`src/hw/asc_pkg.sv`:
```
// Constants and types shared by the serial setup port of the converter
//
// Contract
// - Device holds a 14-bit setup word steering input, channel, reference and options.
// - Rising convert_select starts a conversion, independent of serial readback timing.
// - Setup word enters MSB first on the first 14 rising serial clock edges.
// - Result leaves on first 15 falling edges, or 16 in busy indication mode.
// - With echo enabled the setup word follows the result LSB; host adds 14 edges.
// - Serial reads and writes happen only while convert_select is low.
// - Transfer around conversion n returns result n-1; its write governs n+1.
// - Written setup word takes effect at end of conversion, one conversion late.
// - Setup undefined after power-up; host runs two dummy conversions with writes.
// - Data-in held high over two conversions loads the all-ones setup word.
// - Field order bit 13 down: update, pairing, channel, filter, reference, scan, echo.
// - Update flag 0 keeps present setup; 1 overwrites it with the new word.
// - Channel bits select the input channel as a plain binary number.
package asc_pkg;
  localparam int SETUP_W = 14;
  localparam int RESULT_W = 16;
  localparam int STREAM_W = 1 + RESULT_W + SETUP_W;
  localparam int BITCNT_W = 4;
  localparam logic [BITCNT_W-1:0] SETUP_BITS = 4'hE;

  // Setup word field positions
  localparam int UPDATE_BIT = 13;
  localparam int PAIRING_MSB = 12;
  localparam int PAIRING_LSB = 10;
  localparam int CHANNEL_MSB = 9;
  localparam int CHANNEL_LSB = 7;
  localparam int FILTER_BIT = 6;
  localparam int REFSEL_MSB = 5;
  localparam int REFSEL_LSB = 3;
  localparam int SCAN_MSB = 2;
  localparam int SCAN_LSB = 1;
  localparam int ECHO_BIT = 0;

  localparam logic [SETUP_W-1:0] SETUP_RESET = 14'h0000;
  localparam logic [SETUP_W-1:0] SETUP_ALL_ONES = 14'h3FFF;
  localparam logic [RESULT_W-1:0] RESULT_RESET = 16'h0000;
  localparam logic BUSY_MARKER = 1'b1;

  // Timing
  localparam int CLK_PERIOD_NS = 20;
  localparam int CONV_TIME_NS = 2200;
  localparam int DATA_TIME_NS = 1200;
  localparam int CONV_CYCLES = (CONV_TIME_NS + CLK_PERIOD_NS - 1) / CLK_PERIOD_NS;
  localparam int DATA_CYCLES = DATA_TIME_NS / CLK_PERIOD_NS;
  localparam int TIMER_W = 8;

  typedef enum logic [0:0] {ASC_IDLE, ASC_CONVERT} asc_conv_state_t;
endpackage

```
`src/hw/asc_conv_timer.sv`:
```
// Conversion timer: busy window, safe access limit and end-of-conversion pulse
`timescale 1ns/10ps
`default_nettype none
module asc_conv_timer
(
  input wire logic mclk,
  input wire logic rstn,
  input wire logic start,
  output logic busy,
  output logic unsafe,
  output logic eoc
);
  asc_pkg::asc_conv_state_t state;
  logic [asc_pkg::TIMER_W-1:0] count;

  localparam logic [asc_pkg::TIMER_W-1:0] LAST = asc_pkg::TIMER_W'(asc_pkg::CONV_CYCLES - 1);
  localparam logic [asc_pkg::TIMER_W-1:0] LIMIT = asc_pkg::TIMER_W'(asc_pkg::DATA_CYCLES);

  // A start while converting is ignored; the running conversion completes
  always_ff @(posedge mclk or negedge rstn)
  begin
    if (!rstn)
    begin
      state <= asc_pkg::ASC_IDLE;
      count <= '0;
      eoc <= 1'b0;
    end
    else
    begin
      eoc <= 1'b0;
      unique case (state)
        asc_pkg::ASC_IDLE:
        begin
          count <= '0;
          if (start)
            state <= asc_pkg::ASC_CONVERT;
        end
        asc_pkg::ASC_CONVERT:
        begin
          if (count == LAST)
          begin
            state <= asc_pkg::ASC_IDLE;
            eoc <= 1'b1;
          end
          count <= count + 1'b1;
        end
      endcase
    end
  end

  always_ff @(posedge mclk or negedge rstn)
  begin
    if (!rstn)
    begin
      busy <= 1'b0;
      unsafe <= 1'b0;
    end
    else
    begin
      busy <= (state == asc_pkg::ASC_CONVERT) && (count != LAST);
      unsafe <= (state == asc_pkg::ASC_CONVERT) && (count >= LIMIT) && (count != LAST);
    end
  end
endmodule // asc_conv_timer
`default_nettype wire

```
`src/hw/asc_serial_port.sv`:
```
// Serial setup port: setup word capture, result/echo shifter, conversion control
`timescale 1ns/10ps
`default_nettype none
module asc_serial_port
(
  input wire logic mclk,
  input wire logic rstn,
  input wire logic convert_select,
  input wire logic serial_clk,
  input wire logic serial_data_in,
  input wire logic busy_indicate_mode,
  input wire logic [15:0] conv_data,
  output logic serial_data_out,
  output logic serial_data_out_en,
  output logic conv_busy,
  output logic late_access,
  output logic [13:0] setup_word,
  output logic [2:0] input_pairing_select,
  output logic [2:0] channel_number,
  output logic filter_width_select,
  output logic [2:0] ref_select,
  output logic [1:0] channel_scan_mode,
  output logic config_echo_enable
);
  // ****************************************************************
  // Input synchronisers
  // ****************************************************************
  logic cs_level;
  logic sclk_level;
  logic din_level;

  asc_sync u_sync_cs
  (
    .mclk(mclk),
    .rstn(rstn),
    .async_in(convert_select),
    .level(cs_level)
  );

  asc_sync u_sync_sclk
  (
    .mclk(mclk),
    .rstn(rstn),
    .async_in(serial_clk),
    .level(sclk_level)
  );

  asc_sync u_sync_din
  (
    .mclk(mclk),
    .rstn(rstn),
    .async_in(serial_data_in),
    .level(din_level)
  );

  // ****************************************************************
  // Edge detection
  // ****************************************************************
  logic cs_prev;
  logic sclk_prev;

  always_ff @(posedge mclk or negedge rstn)
  begin
    if (!rstn)
    begin
      cs_prev <= 1'b1;
      sclk_prev <= 1'b0;
    end
    else
    begin
      cs_prev <= cs_level;
      sclk_prev <= sclk_level;
    end
  end

  logic cs_rise;
  logic sclk_rise;
  logic sclk_fall;

  // Clock edges count only while selected; edges with select high are dropped
  assign cs_rise = cs_level && !cs_prev;
  assign sclk_rise = sclk_level && !sclk_prev && !cs_level;
  assign sclk_fall = !sclk_level && sclk_prev && !cs_level;

  // ****************************************************************
  // Conversion timing
  // ****************************************************************
  logic busy_int;
  logic unsafe_int;
  logic eoc;

  asc_conv_timer u_timer
  (
    .mclk(mclk),
    .rstn(rstn),
    .start(cs_rise),
    .busy(busy_int),
    .unsafe(unsafe_int),
    .eoc(eoc)
  );

  always_ff @(posedge mclk or negedge rstn)
  begin
    if (!rstn)
      conv_busy <= 1'b0;
    else
      conv_busy <= busy_int;
  end

  // Flags serial clock activity past the safe limit; cleared by the next
  // end of conversion unless another late edge lands on that same cycle
  always_ff @(posedge mclk or negedge rstn)
  begin
    if (!rstn)
      late_access <= 1'b0;
    else if (unsafe_int && (sclk_rise || sclk_fall))
      late_access <= 1'b1;
    else if (eoc)
      late_access <= 1'b0;
  end

  // ****************************************************************
  // Setup word capture
  // ****************************************************************
  logic [asc_pkg::SETUP_W-1:0] setup_shift;
  logic [asc_pkg::BITCNT_W-1:0] wr_count;
  logic wr_done;
  logic [asc_pkg::SETUP_W-1:0] setup_pending;
  logic [asc_pkg::SETUP_W-1:0] next_shift;

  assign next_shift = {setup_shift[asc_pkg::SETUP_W-2:0], din_level};

  // Counters restart at end of conversion, not at select high, so a
  // transfer split around a conversion start continues where it paused
  always_ff @(posedge mclk or negedge rstn)
  begin
    if (!rstn)
    begin
      setup_shift <= asc_pkg::SETUP_RESET;
      wr_count <= '0;
    end
    else if (eoc)
    begin
      setup_shift <= asc_pkg::SETUP_RESET;
      wr_count <= '0;
    end
    else if (sclk_rise && (wr_count != asc_pkg::SETUP_BITS))
    begin
      setup_shift <= next_shift;
      wr_count <= wr_count + 1'b1;
    end
  end

  logic word_complete;
  assign word_complete = sclk_rise && (wr_count == asc_pkg::SETUP_BITS - 1'b1);

  // Pending word waits for the end of conversion
  always_ff @(posedge mclk or negedge rstn)
  begin
    if (!rstn)
    begin
      setup_pending <= asc_pkg::SETUP_RESET;
      wr_done <= 1'b0;
    end
    else if (word_complete)
    begin
      wr_done <= 1'b1;
      if (next_shift[asc_pkg::UPDATE_BIT])
        setup_pending <= next_shift;
      else
        setup_pending <= setup_word;
    end
    else if (eoc)
    begin
      wr_done <= 1'b0;
      // Without a completed write, data-in held high preloads all ones
      if (!wr_done && din_level)
        setup_pending <= asc_pkg::SETUP_ALL_ONES;
    end
  end

  // ****************************************************************
  // Active setup word
  // ****************************************************************
  // One-deep delay: a word written before this end of conversion governs
  // the following acquisition and conversion.
  // Echo field is active low, so the all-ones preload leaves echo off
  always_ff @(posedge mclk or negedge rstn)
  begin
    if (!rstn)
    begin
      setup_word <= asc_pkg::SETUP_RESET;
      config_echo_enable <= !asc_pkg::SETUP_RESET[asc_pkg::ECHO_BIT];
    end
    else if (eoc)
    begin
      setup_word <= setup_pending;
      config_echo_enable <= !setup_pending[asc_pkg::ECHO_BIT];
    end
  end

  assign input_pairing_select =
    setup_word[asc_pkg::PAIRING_MSB:asc_pkg::PAIRING_LSB];
  assign channel_number = setup_word[asc_pkg::CHANNEL_MSB:asc_pkg::CHANNEL_LSB];
  assign filter_width_select = setup_word[asc_pkg::FILTER_BIT];
  assign ref_select = setup_word[asc_pkg::REFSEL_MSB:asc_pkg::REFSEL_LSB];
  assign channel_scan_mode = setup_word[asc_pkg::SCAN_MSB:asc_pkg::SCAN_LSB];

  // ****************************************************************
  // Result and echo shifter
  // ****************************************************************
  logic [asc_pkg::STREAM_W-1:0] stream;
  logic [asc_pkg::SETUP_W-1:0] echo_word;
  logic [asc_pkg::STREAM_W-1:0] next_stream;

  // Echo belongs to the setup that produced the result being loaded
  assign echo_word = config_echo_enable ? setup_word : asc_pkg::SETUP_RESET;

  always_comb
  begin
    if (busy_indicate_mode)
      next_stream = {asc_pkg::BUSY_MARKER, conv_data, echo_word};
    else
      next_stream = {conv_data, echo_word, 1'b0};
  end

  // MSB is presented before the first falling edge, so the remaining
  // bits leave on 15 (or 16 with the marker) falling edges
  always_ff @(posedge mclk or negedge rstn)
  begin
    if (!rstn)
      stream <= '0;
    else if (eoc)
      stream <= next_stream;
    else if (sclk_fall)
      stream <= {stream[asc_pkg::STREAM_W-2:0], 1'b0};
  end

  always_ff @(posedge mclk or negedge rstn)
  begin
    if (!rstn)
    begin
      serial_data_out <= 1'b0;
      serial_data_out_en <= 1'b0;
    end
    else
    begin
      serial_data_out <= !cs_level && stream[asc_pkg::STREAM_W-1];
      serial_data_out_en <= !cs_level;
    end
  end
endmodule // asc_serial_port
`default_nettype wire

```
`src/hw/asc_sync.sv`:
```
// Three-stage input synchroniser with agreement filter
`timescale 1ns/10ps
`default_nettype none
module asc_sync
(
  input wire logic mclk,
  input wire logic rstn,
  input wire logic async_in,
  output logic level
);
  logic stage1;
  logic stage2;
  logic stage3;

  always_ff @(posedge mclk or negedge rstn)
  begin
    if (!rstn)
    begin
      stage1 <= 1'b0;
      stage2 <= 1'b0;
      stage3 <= 1'b0;
    end
    else
    begin
      stage1 <= async_in;
      stage2 <= stage1;
      stage3 <= stage2;
    end
  end

  // Only stages two and three vote; stage one stays private to stage two
  always_ff @(posedge mclk or negedge rstn)
  begin
    if (!rstn)
      level <= 1'b0;
    else if (stage2 == stage3)
      level <= stage3;
  end
endmodule // asc_sync
`default_nettype wire
```
`config.mk`:
```
export PLATFORM = sky130hd
export DESIGN_NAME = asc_serial_port
export DESIGN_NICKNAME = d
export VERILOG_FILES = /design/src/hw/asc_pkg.sv /design/src/hw/asc_conv_timer.sv /design/src/hw/asc_serial_port.sv /design/src/hw/asc_sync.sv
export SDC_FILE = /design/constraint.sdc
export NUM_CORES = 1
export LEC_CHECK = 0
export BUFFER_PORTS_ARGS = -buffer_cell sky130_fd_sc_hd__buf_2
export CORE_ASPECT_RATIO = 0.8
export CORE_MARGIN = 2
export CORE_UTILIZATION = 55
export CTS_CLUSTER_SIZE = 25
export DETAILED_ROUTE_END_ITERATION = 7
export GPL_TIMING_DRIVEN = 1
export PLACE_DENSITY = 0.75
export REMOVE_ABC_BUFFERS = 1
export SETUP_SLACK_MARGIN = 0.1
export SYNTH_ARGS = -nofsm -noshare
export SYNTH_HDL_FRONTEND = slang
export SYNTH_SLANG_ARGS = --single-unit
```
`constraint.sdc`:
```
create_clock -name mclk -period 2.3 [get_ports mclk]
set_input_delay 0.115 -clock mclk [delete_from_list [all_inputs] [get_ports mclk]]
set_output_delay 0.115 -clock mclk [all_outputs]
set_load 0.05 [all_outputs]
```
==> results of run 1 <==
[worst reg2reg max path: stages, from the launching register on]
cell	delay, ns
dfrtp_1	0.47
or3b_4	0.55
nor2_4	0.51
mux2i_1	0.27
[metal layers]
metal	GRT usage, %	vias to the layer above	wire [um]
li1	-	1648	-
met1	27.8	1734	4460
met2	33.7	76	4500
met3	4.68	5	393
met4	5.57	0	54
met5	0	-	0
[layout by cell type, fill, tap and decap left out, types with 2 or more instances in the layout]
cell             n
buf_4           11
dfstp_2          2
a2bb2oi_1       12
clkbuf_8         2
buf_2           51
nand2_1          8
dlygate4sd3_1    4
nor3_1          15
mux2i_1         57
or3_1            3
nand2b_1         2
a21oi_1         45
dfrtp_1        105
nor2_1          38
clkinvlp_4       4
xor2_1           3
clkbuf_16        9
o21ai_0         18
mux2_1          15
o22ai_1          2
nand3_1         21
inv_1            9
ha_1             6
maj3_1           3
nand4_1          2
mux2_2          16
[through the flow]
| stage | utilization [%] | hold slack (ns) | instance area [um^2] | setup TNS [ns] |
|---|---|---|---|---|
| 2_1_floorplan | - | -0.181 | 4790 | -17.65 |
| 6_report | 62.8 | 0.0928 | 5630 | 0 |
| 4_1_cts | 62.8 | 0.0785 | 5630 | 0 |
| 3_5_place_dp | 58.8 | 0.0132 | 5270 | 0 |
| 5_1_grt | 62.8 | 0.0952 | 5630 | 0 |
| 3_3_place_gp | 58.8 | 0.00935 | 5270 | 0 |
[layout make-up]
class,count,area share (%)
flip-flops and latches,108,48.1
multi-input cells,286,36.4
repair buffers,66,6.72
clock buffers,11,4.49
well taps,115,2.56
clock inverters,5,1.07
inverters,10,0.667
[worst paths after layout]
kind / end / slack [ns] / from / cells after the start
min in group asynchronous: stream[30] / 0.22 / rstn / 2
max: setup_pending[5] / 0.42 / u_sync_cs.level / 3
max reg2reg: setup_pending[5] / 0.42 / u_sync_cs.level / 3
min: stream[30] / 0.09 / conv_data[15] / 3
min reg2reg: conv_busy / 0.35 / u_timer.busy / 0
max in group asynchronous: setup_word[7] / 1.21 / rstn / 3
[Yosys cell counts, drive strengths merged (2+ instances only)]
| master | count | area (um^2) |
|---|---|---|
| a21oi | 45 | 225 |
| a2bb2oi | 12 | 105 |
| buf | 27 | 174 |
| clkbuf | 16 | 60.1 |
| dfrtp | 106 | 2650 |
| dfstp | 2 | 52.6 |
| ha | 6 | 75.1 |
| inv | 9 | 33.8 |
| maj3 | 3 | 30.0 |
| mux2 | 31 | 349 |
| mux2i | 57 | 571 |
| nand2 | 8 | 30.0 |
| nand2b | 2 | 12.5 |
| nand3 | 21 | 105 |
| nand4 | 2 | 12.5 |
| nor2 | 39 | 154 |
| nor3 | 15 | 75.1 |
| nor3b | 2 | 20.0 |
| o21ai | 18 | 90.1 |
| o22ai | 2 | 12.5 |
| or3 | 3 | 18.8 |
| xor2 | 3 | 26.3 |
[flip-flops by register name (all words and copies together) (netlist names), 4 cells and up]
| name | cells |
|---|---|
| stream | 31 |
| setup_shift | 13 |
| u_timer.count | 8 |
| setup_word | 14 |
| setup_pending | 14 |
| wr_count | 4 |
[report_power, final]
| group | internal [mW] | switching, mW | total [mW] |
|---|---|---|---|
| clock network | 0.903 | 0.669 | 1.57 |
| logic | 0.318 | 0.370 | 0.688 |
| registers | 2.20 | 0.232 | 2.43 |
| total | 3.42 | 1.27 | 4.69 |
[logic make-up after synthesis]
| kind of cell | Yosys count | synth area share (%) |
|---|---|---|
| AO/OA/AOI/OAI | 84 | 9.74 |
| XOR/XNOR | 4 | 0.698 |
| adder cells (fa/ha/maj) | 9 | 2.09 |
| buffers and inverters | 53 | 5.40 |
| flip-flops | 108 | 53.8 |
| multiplexers | 88 | 18.3 |
| AND/OR/NAND/NOR | 101 | 9.91 |
[repair_timing]
| item | CTS | global route |
|---|---|---|
| resized for setup | 0 | 0 |
| hold endpoints to repair | 21 | 0 |
| hold buffers | 4 | 0 |
==> impl_metrics.tcl, run 1 <==
set metrics [dict create \
    peakVddDrop_uv 539 \
    synth-seq-cells 108 \
    synth-warning-count 0 \
    wl_um 9400 \
    cts_root_buffer "clkbuf_16" \
    clock-sinks 108 \
    required_ns 2.56 \
    cp_top_family "simple AND/OR/NAND/NOR gates" \
    diodes 0 \
    antenna_found_initial 0 \
    post_cts_buffers 0 \
    p_total_mw 4.69 \
    n_fill_cell 716 \
    fin_cells 601 \
    start_util_pct 56.1 \
    finClkSkew_ns 0.00558 \
    grt_pass1_vias 3410 \
    clkTransAtPathRegs_ns 0.07 \
    cts_buffer_depth 2 \
    cpPeakStageDelay_ns 0.55 \
    critPathKind "reg2reg" \
    multi_input_area_um2 2050 \
    design.core.area_um2 8960 \
    numPortBuffers 52 \
    hold_viol 0 \
    cts_made_buffers 9 \
    drive_gt1_share_pct 20.6 \
    maxSlewViolCount 0 \
    antenna_left 0 \
    core.rowCount 31 \
    fin_nets 509 \
    syn_inst 447 \
    route.detailed.drc 0 \
    synth_flop_cell "dfrtp_1" \
    yosysUniqueCellTypes 46 \
    drtPass1Iterations 5 \
    maxCapViolations 0 \
    final.setup.worst_slack_ns 0.422 \
    worst_setup_path_start_kind "flip-flop" \
    grt_usage_pct 20.4 \
    fp.dieW_um 111 \
    setup_viol 0 \
    chipHeight_um 89.5 \
    critPathMaxFanout 21 \
    ios 53 \
    min_period_ns 1.88 \
    grt_overflow 0 \
    power_leakage_nw 2.56 \
    dp_cells 581 \
    register_area_um2 2710 \
    period_share_pct 81.7 \
    ys_seq_area_share_pct 53.8 \
    synth_area_um2 5020 \
    crit_chain "or3b_4, nor2_4, mux2i_1" \
    relSlewSlack_pct 48.2 \
    cp_slowest_cell "or3b_4" \
    place_ws_ns 0.429 \
    vias_per_cell 5.76 \
    htreeDepth 3 \
    grt_pass1_wl_um 16200 \
    drt-initial-drc-count 249 \
    synth_edf_count 0 \
    grt_start_max_net_pins 48 \
    holdCritPathClass "in2reg" \
    syn2layout_area_growth_pct 12.0 \
    via_count 3463 \
    critPathBufInv 0 \
    critPathArrivalTime_ns 2.14 \
    dp_hpwl_um 6150 \
    max_freq_ghz 0.532 \
    cts_tree "done" \
    wire_per_inst_um 15.6 \
    place_congestion 0.791 \
    rsz0062_at_grt "false" \
    synthArstFlopShare_pct 100 \
    tightest_slew_ns 0.777 \
    die_area_um2 9920 \
    powerDensity_nw_per_um2 833 \
    avgSynthCellArea_um2 11.2 \
    status "finished, final reports clean" \
    worstSkewPairLatency_ns 0.34 \
    end_kind "flip-flop" \
]
Note: power is estimated with default switching activity, not from simulation.
==> run 2: changes to the inputs <==
==> constraint.sdc (replaced) <==
create_clock -name mclk -period 1.8 [get_ports mclk]
set_input_delay 0.09 -clock mclk [delete_from_list [all_inputs] [get_ports mclk]]
set_output_delay 0.09 -clock mclk [all_outputs]
set_load 0.05 [all_outputs]
==> run 2 against run 1 <==
Sequential share of layout area is 0.82 points lower. Wire length increased by 8.1%. First-iteration DRC count up 2.4%. Critical path depth rose by 1. Power rose by 32%. Register-to-register slack lost 0.25 ns. Hold slack got worse by 0.030 ns. Final area rose by 1.8%.
==> impl_metrics.tcl, run 2 (synthesis gave the netlist of run 1 again) <==
set metrics [dict create \
    min_from "conv_data[15]" \
    crit_start "u_sync_cs.level" \
    place_ws_ns 0.184 \
    end_kind "flip-flop" \
    numPortBuffers 52 \
    fp.dieW_um 111 \
    worstHoldEndpoint "stream[30]" \
    seq_power_share_pct 50.3 \
    cts_tree "done" \
    clkPwrFrac_pct 34.9 \
    critPathKind "reg2reg" \
    fin_setup_tns_ns 0 \
    largest-register "stream" \
    reg2reg_depth 4 \
    syn2layout_area_growth_pct 14.0 \
    hold_depth 3 \
    dp_cells 585 \
    design.core.area_um2 8960 \
    chipHeight_um 89.5 \
    ios 53 \
    route.detailed.drc 0 \
    drtPass1Iterations 4 \
    worstSkewPairLatency_ns 0.35 \
    n_fill_cell 713 \
    cts_made_buffers 9 \
    timing.rr.start "u_sync_cs.level" \
    critPathArrivalTime_ns 1.89 \
    start_util_pct 56.1 \
    r2r_slack_ns 0.17 \
    finClkSkew_ns 0.0124 \
    clkTransAtPathRegs_ns 0.06 \
    cts_buffer_depth 2 \
    drt-initial-drc-count 255 \
    grt_pass1_vias 3519 \
    grt_start_max_net_pins 44 \
    max_freq_ghz 0.615 \
    largest_reg_flops 31 \
    place_congestion 0.775 \
    antenna_left 0 \
    switchingPower_mw 1.66 \
    rsz0062_at_grt "false" \
    most-common-layout-cells "104 x dfrtp_1, 57 x mux2i_1, 51 x buf_2, 45 x a21oi_1, 38 x nor2_1" \
    maxSlewViolCount 0 \
    diodes 0 \
    grt_pass1_wl_um 16900 \
    hold_viol 0 \
    placedInstanceArea_um2 5340 \
    grt_overflow 0 \
    vias_per_cell 5.80 \
    core.rowCount 31 \
    grt_usage_pct 21.4 \
    wl_um 10200 \
    fin_cells 606 \
    design_area_um2 5730 \
    clock-sinks 108 \
    die_area_um2 9920 \
    relSlewSlack_pct 61.0 \
    drive_gt1_share_pct 21.6 \
    r2r_end "setup_pending[9]" \
    peakVddDrop_uv 698 \
    setup_viol 0 \
    power_leakage_nw 2.61 \
    layout_commonest_cell "dfrtp_1" \
    pwr-share-comb_pct 14.8 \
    dp_hpwl_um 6370 \
    p_int_mw 4.53 \
    final.setup.worst_slack_ns 0.174 \
    status "finished, final reports clean" \
    period_share_pct 90.3 \
    htreeDepth 3 \
    multi_input_area_um2 2060 \
    powerDensity_nw_per_um2 1080 \
    p_sw_share_pct 26.9 \
    holdCritPathClass "in2reg" \
    min_period_ns 1.63 \
    fin_hold_ws_ns 0.0628 \
    tightest_slew_ns 0.586 \
    via_count 3516 \
    required_ns 2.07 \
    wire_per_inst_um 16.8 \
    p_total_mw 6.19 \
    antenna_found_initial 0 \
    worst_setup_path_start_kind "flip-flop" \
    fin_nets 514 \
    critPathMaxFanout 11 \
    maxCapViolations 0 \
    reg_top3 "stream x31, setup_pending x14, setup_word x14" \
    register_area_um2 2710 \
    cts_root_buffer "clkbuf_16" \
    utilization_pct 63.9 \
]
run 2: cell types whose count changed in the layout (fill, tap and decap cells not counted), sizes merged:
cell / previous run / this run
clkbuf: 11 / 13
buf: 62 / 66
clkinv: 1 / 2
bufinv: 1 / 2
clkinvlp: 4 / 0
or3b: 1 / 2
run 2: layout make-up:
class	instances	area share [%]
clock buffers	13	4.55
clock inverters	3	1.20
inverters	10	0.656
multi-input cells	287	36.0
flip-flops and latches	108	47.3
well taps	115	2.51
repair buffers	70	7.78
run 2: critical path, stage by stage (launching register included):
cell     delay, ns
dfrtp_1       0.46
or3b_4        0.51
nor2_4        0.13
buf_4         0.22
mux2i_1       0.22
run 2: worst max path at each step:
| stage | to | depth (start not counted) | slack [ns] |
|---|---|---|---|
| detailed placement | setup_pending[9] | 4 | 0.18 |
| global placement | setup_pending[8] | 4 | 0.25 |
| global route | setup_pending[9] | 4 | 0.11 |
| floorplan | stream[14] | 2 | -1.11 |
| finish | setup_pending[9] | 4 | 0.17 |
| CTS | setup_shift[6] | 5 | 0.15 |
run 2: timing repair:
action	in CTS	in global routing
setup endpoints to repair	0	17
resized for setup	0	3
hold buffers	4	0
endpoints found under the hold margin	32	0
buffers inserted	0	0
run 2: metal layers:
metal,track usage [%],part of all wire [%],up-vias
met1,28.2,46,1752
met4,7.39,1.6,0
li1,-,-,1653
met5,0,0,-
met2,35.7,48,95
met3,5.08,4.6,16
run 2: power by group through the flow:
stage | clock, mW | sequential (mW) | combinational, mW
5_1_grt | 2.29 | 3.17 | 1.05
3_3_place_gp | 0 | 3.12 | 0.844
4_1_cts | 2.19 | 3.10 | 0.917
3_5_place_dp | 0 | 3.14 | 0.899
6_report | 2.16 | 3.12 | 0.915
2_1_floorplan | 0 | 3.10 | 0.614
==> run 3: changes to the inputs <==
--- a/config.mk
+++ b/config.mk
@@ -12,7 +12,7 @@
 export CTS_CLUSTER_SIZE = 25
 export DETAILED_ROUTE_END_ITERATION = 7
 export GPL_TIMING_DRIVEN = 1
-export PLACE_DENSITY = 0.75
+export PLACE_DENSITY = 0.78
 export REMOVE_ABC_BUFFERS = 1
 export SETUP_SLACK_MARGIN = 0.1
 export SYNTH_ARGS = -nofsm -noshare
==> run 3 against run 2 <==
Sequential cell count unchanged. Final cell count up 0.17%. First-iteration DRC count up 22%. Critical path depth unchanged. Hold slack better by 0.016 ns. Wire length about the same. Critical path type unchanged. Largest cell class unchanged.
==> impl_metrics.tcl, run 3 (synthesis gave the netlist of run 1 again) <==
set metrics [dict create \
    grt_usage_pct 21.1 \
    reg_top3 "stream x31, setup_pending x14, setup_word x14" \
    p_total_mw 6.32 \
    switchingPower_mw 1.65 \
    start_util_pct 56.1 \
    rsz0062_at_grt "true" \
    largest_reg_flops 31 \
    setup_viol 0 \
    cts_buffer_depth 2 \
    layout_commonest_cell "dfrtp_1" \
    design.core.area_um2 8960 \
    fin_nets 515 \
    grt_pass1_wl_um 16500 \
    core.rowCount 31 \
    maxSlewViolCount 0 \
    powerDensity_nw_per_um2 1090 \
    drt-initial-drc-count 311 \
    power_leakage_nw 2.63 \
    fin_setup_tns_ns 0 \
    drtPass1Iterations 4 \
    critPathKind "reg2reg" \
    dp_cells 585 \
    status "finished, final reports clean" \
    clkPwrFrac_pct 36.1 \
    dp_hpwl_um 6520 \
    critPathMaxFanout 10 \
    max_freq_ghz 0.624 \
    cts_root_buffer "clkbuf_16" \
    antenna_found_initial 0 \
    antenna_left 0 \
    p_int_mw 4.67 \
    end_kind "flip-flop" \
    worstSkewPairLatency_ns 0.35 \
    peakVddDrop_uv 1170 \
    finClkSkew_ns 0.00967 \
    period_share_pct 89.0 \
    register_area_um2 2710 \
    largest-register "stream" \
    ios 53 \
    p_sw_share_pct 26.1 \
    route.detailed.drc 0 \
    htreeDepth 3 \
    maxCapViolations 0 \
    hold_viol 0 \
    syn2layout_area_growth_pct 15.0 \
    tightest_slew_ns 0.588 \
    vias_per_cell 5.69 \
    clkTransAtPathRegs_ns 0.07 \
    chipHeight_um 89.5 \
    worst_setup_path_start_kind "flip-flop" \
    numPortBuffers 52 \
    most-common-layout-cells "104 x dfrtp_1, 57 x mux2i_1, 51 x buf_2, 45 x a21oi_1, 38 x nor2_1" \
    grt_overflow 0 \
    fp.dieW_um 111 \
    cts_tree "done" \
    die_area_um2 9920 \
    diodes 0 \
    grt_start_max_net_pins 39 \
    n_fill_cell 665 \
    relSlewSlack_pct 60.7 \
    required_ns 2.06 \
    min_period_ns 1.60 \
    clock-sinks 108 \
    wl_um 10200 \
    critPathArrivalTime_ns 1.86 \
    drive_gt1_share_pct 21.7 \
    cts_made_buffers 9 \
    grt_pass1_vias 3330 \
    fin_cells 607 \
    holdCritPathClass "in2reg" \
    place_congestion 0.778 \
    via_count 3455 \
    pwr-share-comb_pct 14.6 \
    multi_input_area_um2 2060 \
    seq_power_share_pct 49.3 \
    fin_hold_ws_ns 0.0787 \
    wire_per_inst_um 16.7 \
]
[run 3: changes by cell type in the layout (fill, tap and decap cells not counted), sizes merged]
cell / delta
buf: +1
bufinv: +1
clkbuf: -1
[run 3: power by group through the flow]
stage	logic (mW)	clock network (mW)	registers, mW
2_1_floorplan	0.614	0	3.10
3_3_place_gp	0.849	0	3.12
3_5_place_dp	0.910	0	3.14
4_1_cts	0.930	2.33	3.10
5_1_grt	1.05	2.43	3.17
6_report	0.921	2.28	3.12
[run 3: worst paths after layout]
path                              startpoint                 to  slack [ns]  depth (start not counted)
min in group asynchronous               rstn         stream[23]        0.15                          2
hold reg to reg            u_sync_din.stage1  u_sync_din.stage2        0.35                          0
setup / recovery                   sclk_prev   setup_pending[8]        0.20                          4
setup reg to reg                   sclk_prev   setup_pending[8]        0.20                          4
hold / removal                 conv_data[15]         stream[30]        0.08                          3
max in group asynchronous               rstn     setup_shift[1]        1.07                          3
[run 3: cell type report]
class	count	share of cell area (%)
inverter	10	0.650
tap	115	2.49
clock inverter	4	1.65
clock buffer	12	4.44
multi-input combinational	287	35.6
timing repair buffer	71	8.28
sequential	108	46.9
[run 3: metal layers]
metal	up-vias	track usage, %	routed length, um
li1	1655	-	-
met1	1700	28.0	4640
met2	96	34.2	4920
met3	4	7.12	564
met4	0	4.89	36
met5	-	0	0
[run 3: per-stage QoR]
step           util, %  setup slack, ns  cell area [um^2]
2_1_floorplan        -            -1.11              4790
3_3_place_gp      59.9            0.258              5370
3_5_place_dp      59.9            0.157              5370
4_1_cts           64.3            0.137              5760
5_1_grt           64.5           0.0978              5780
6_report          64.5            0.199              5780
[run 3: timing repair]
action | in CTS | in global routing
endpoints found under the hold margin | 109 | 0
resized for setup | 0 | 2
buffers inserted | 0 | 1
hold buffers | 4 | 0
setup endpoints to repair | 0 | 22
[run 3: critical path, stage by stage, from the launching register on]
cell	delay [ns]
dfrtp_1	0.45
or3b_4	0.48
nor2_4	0.14
buf_4	0.22
mux2i_1	0.22
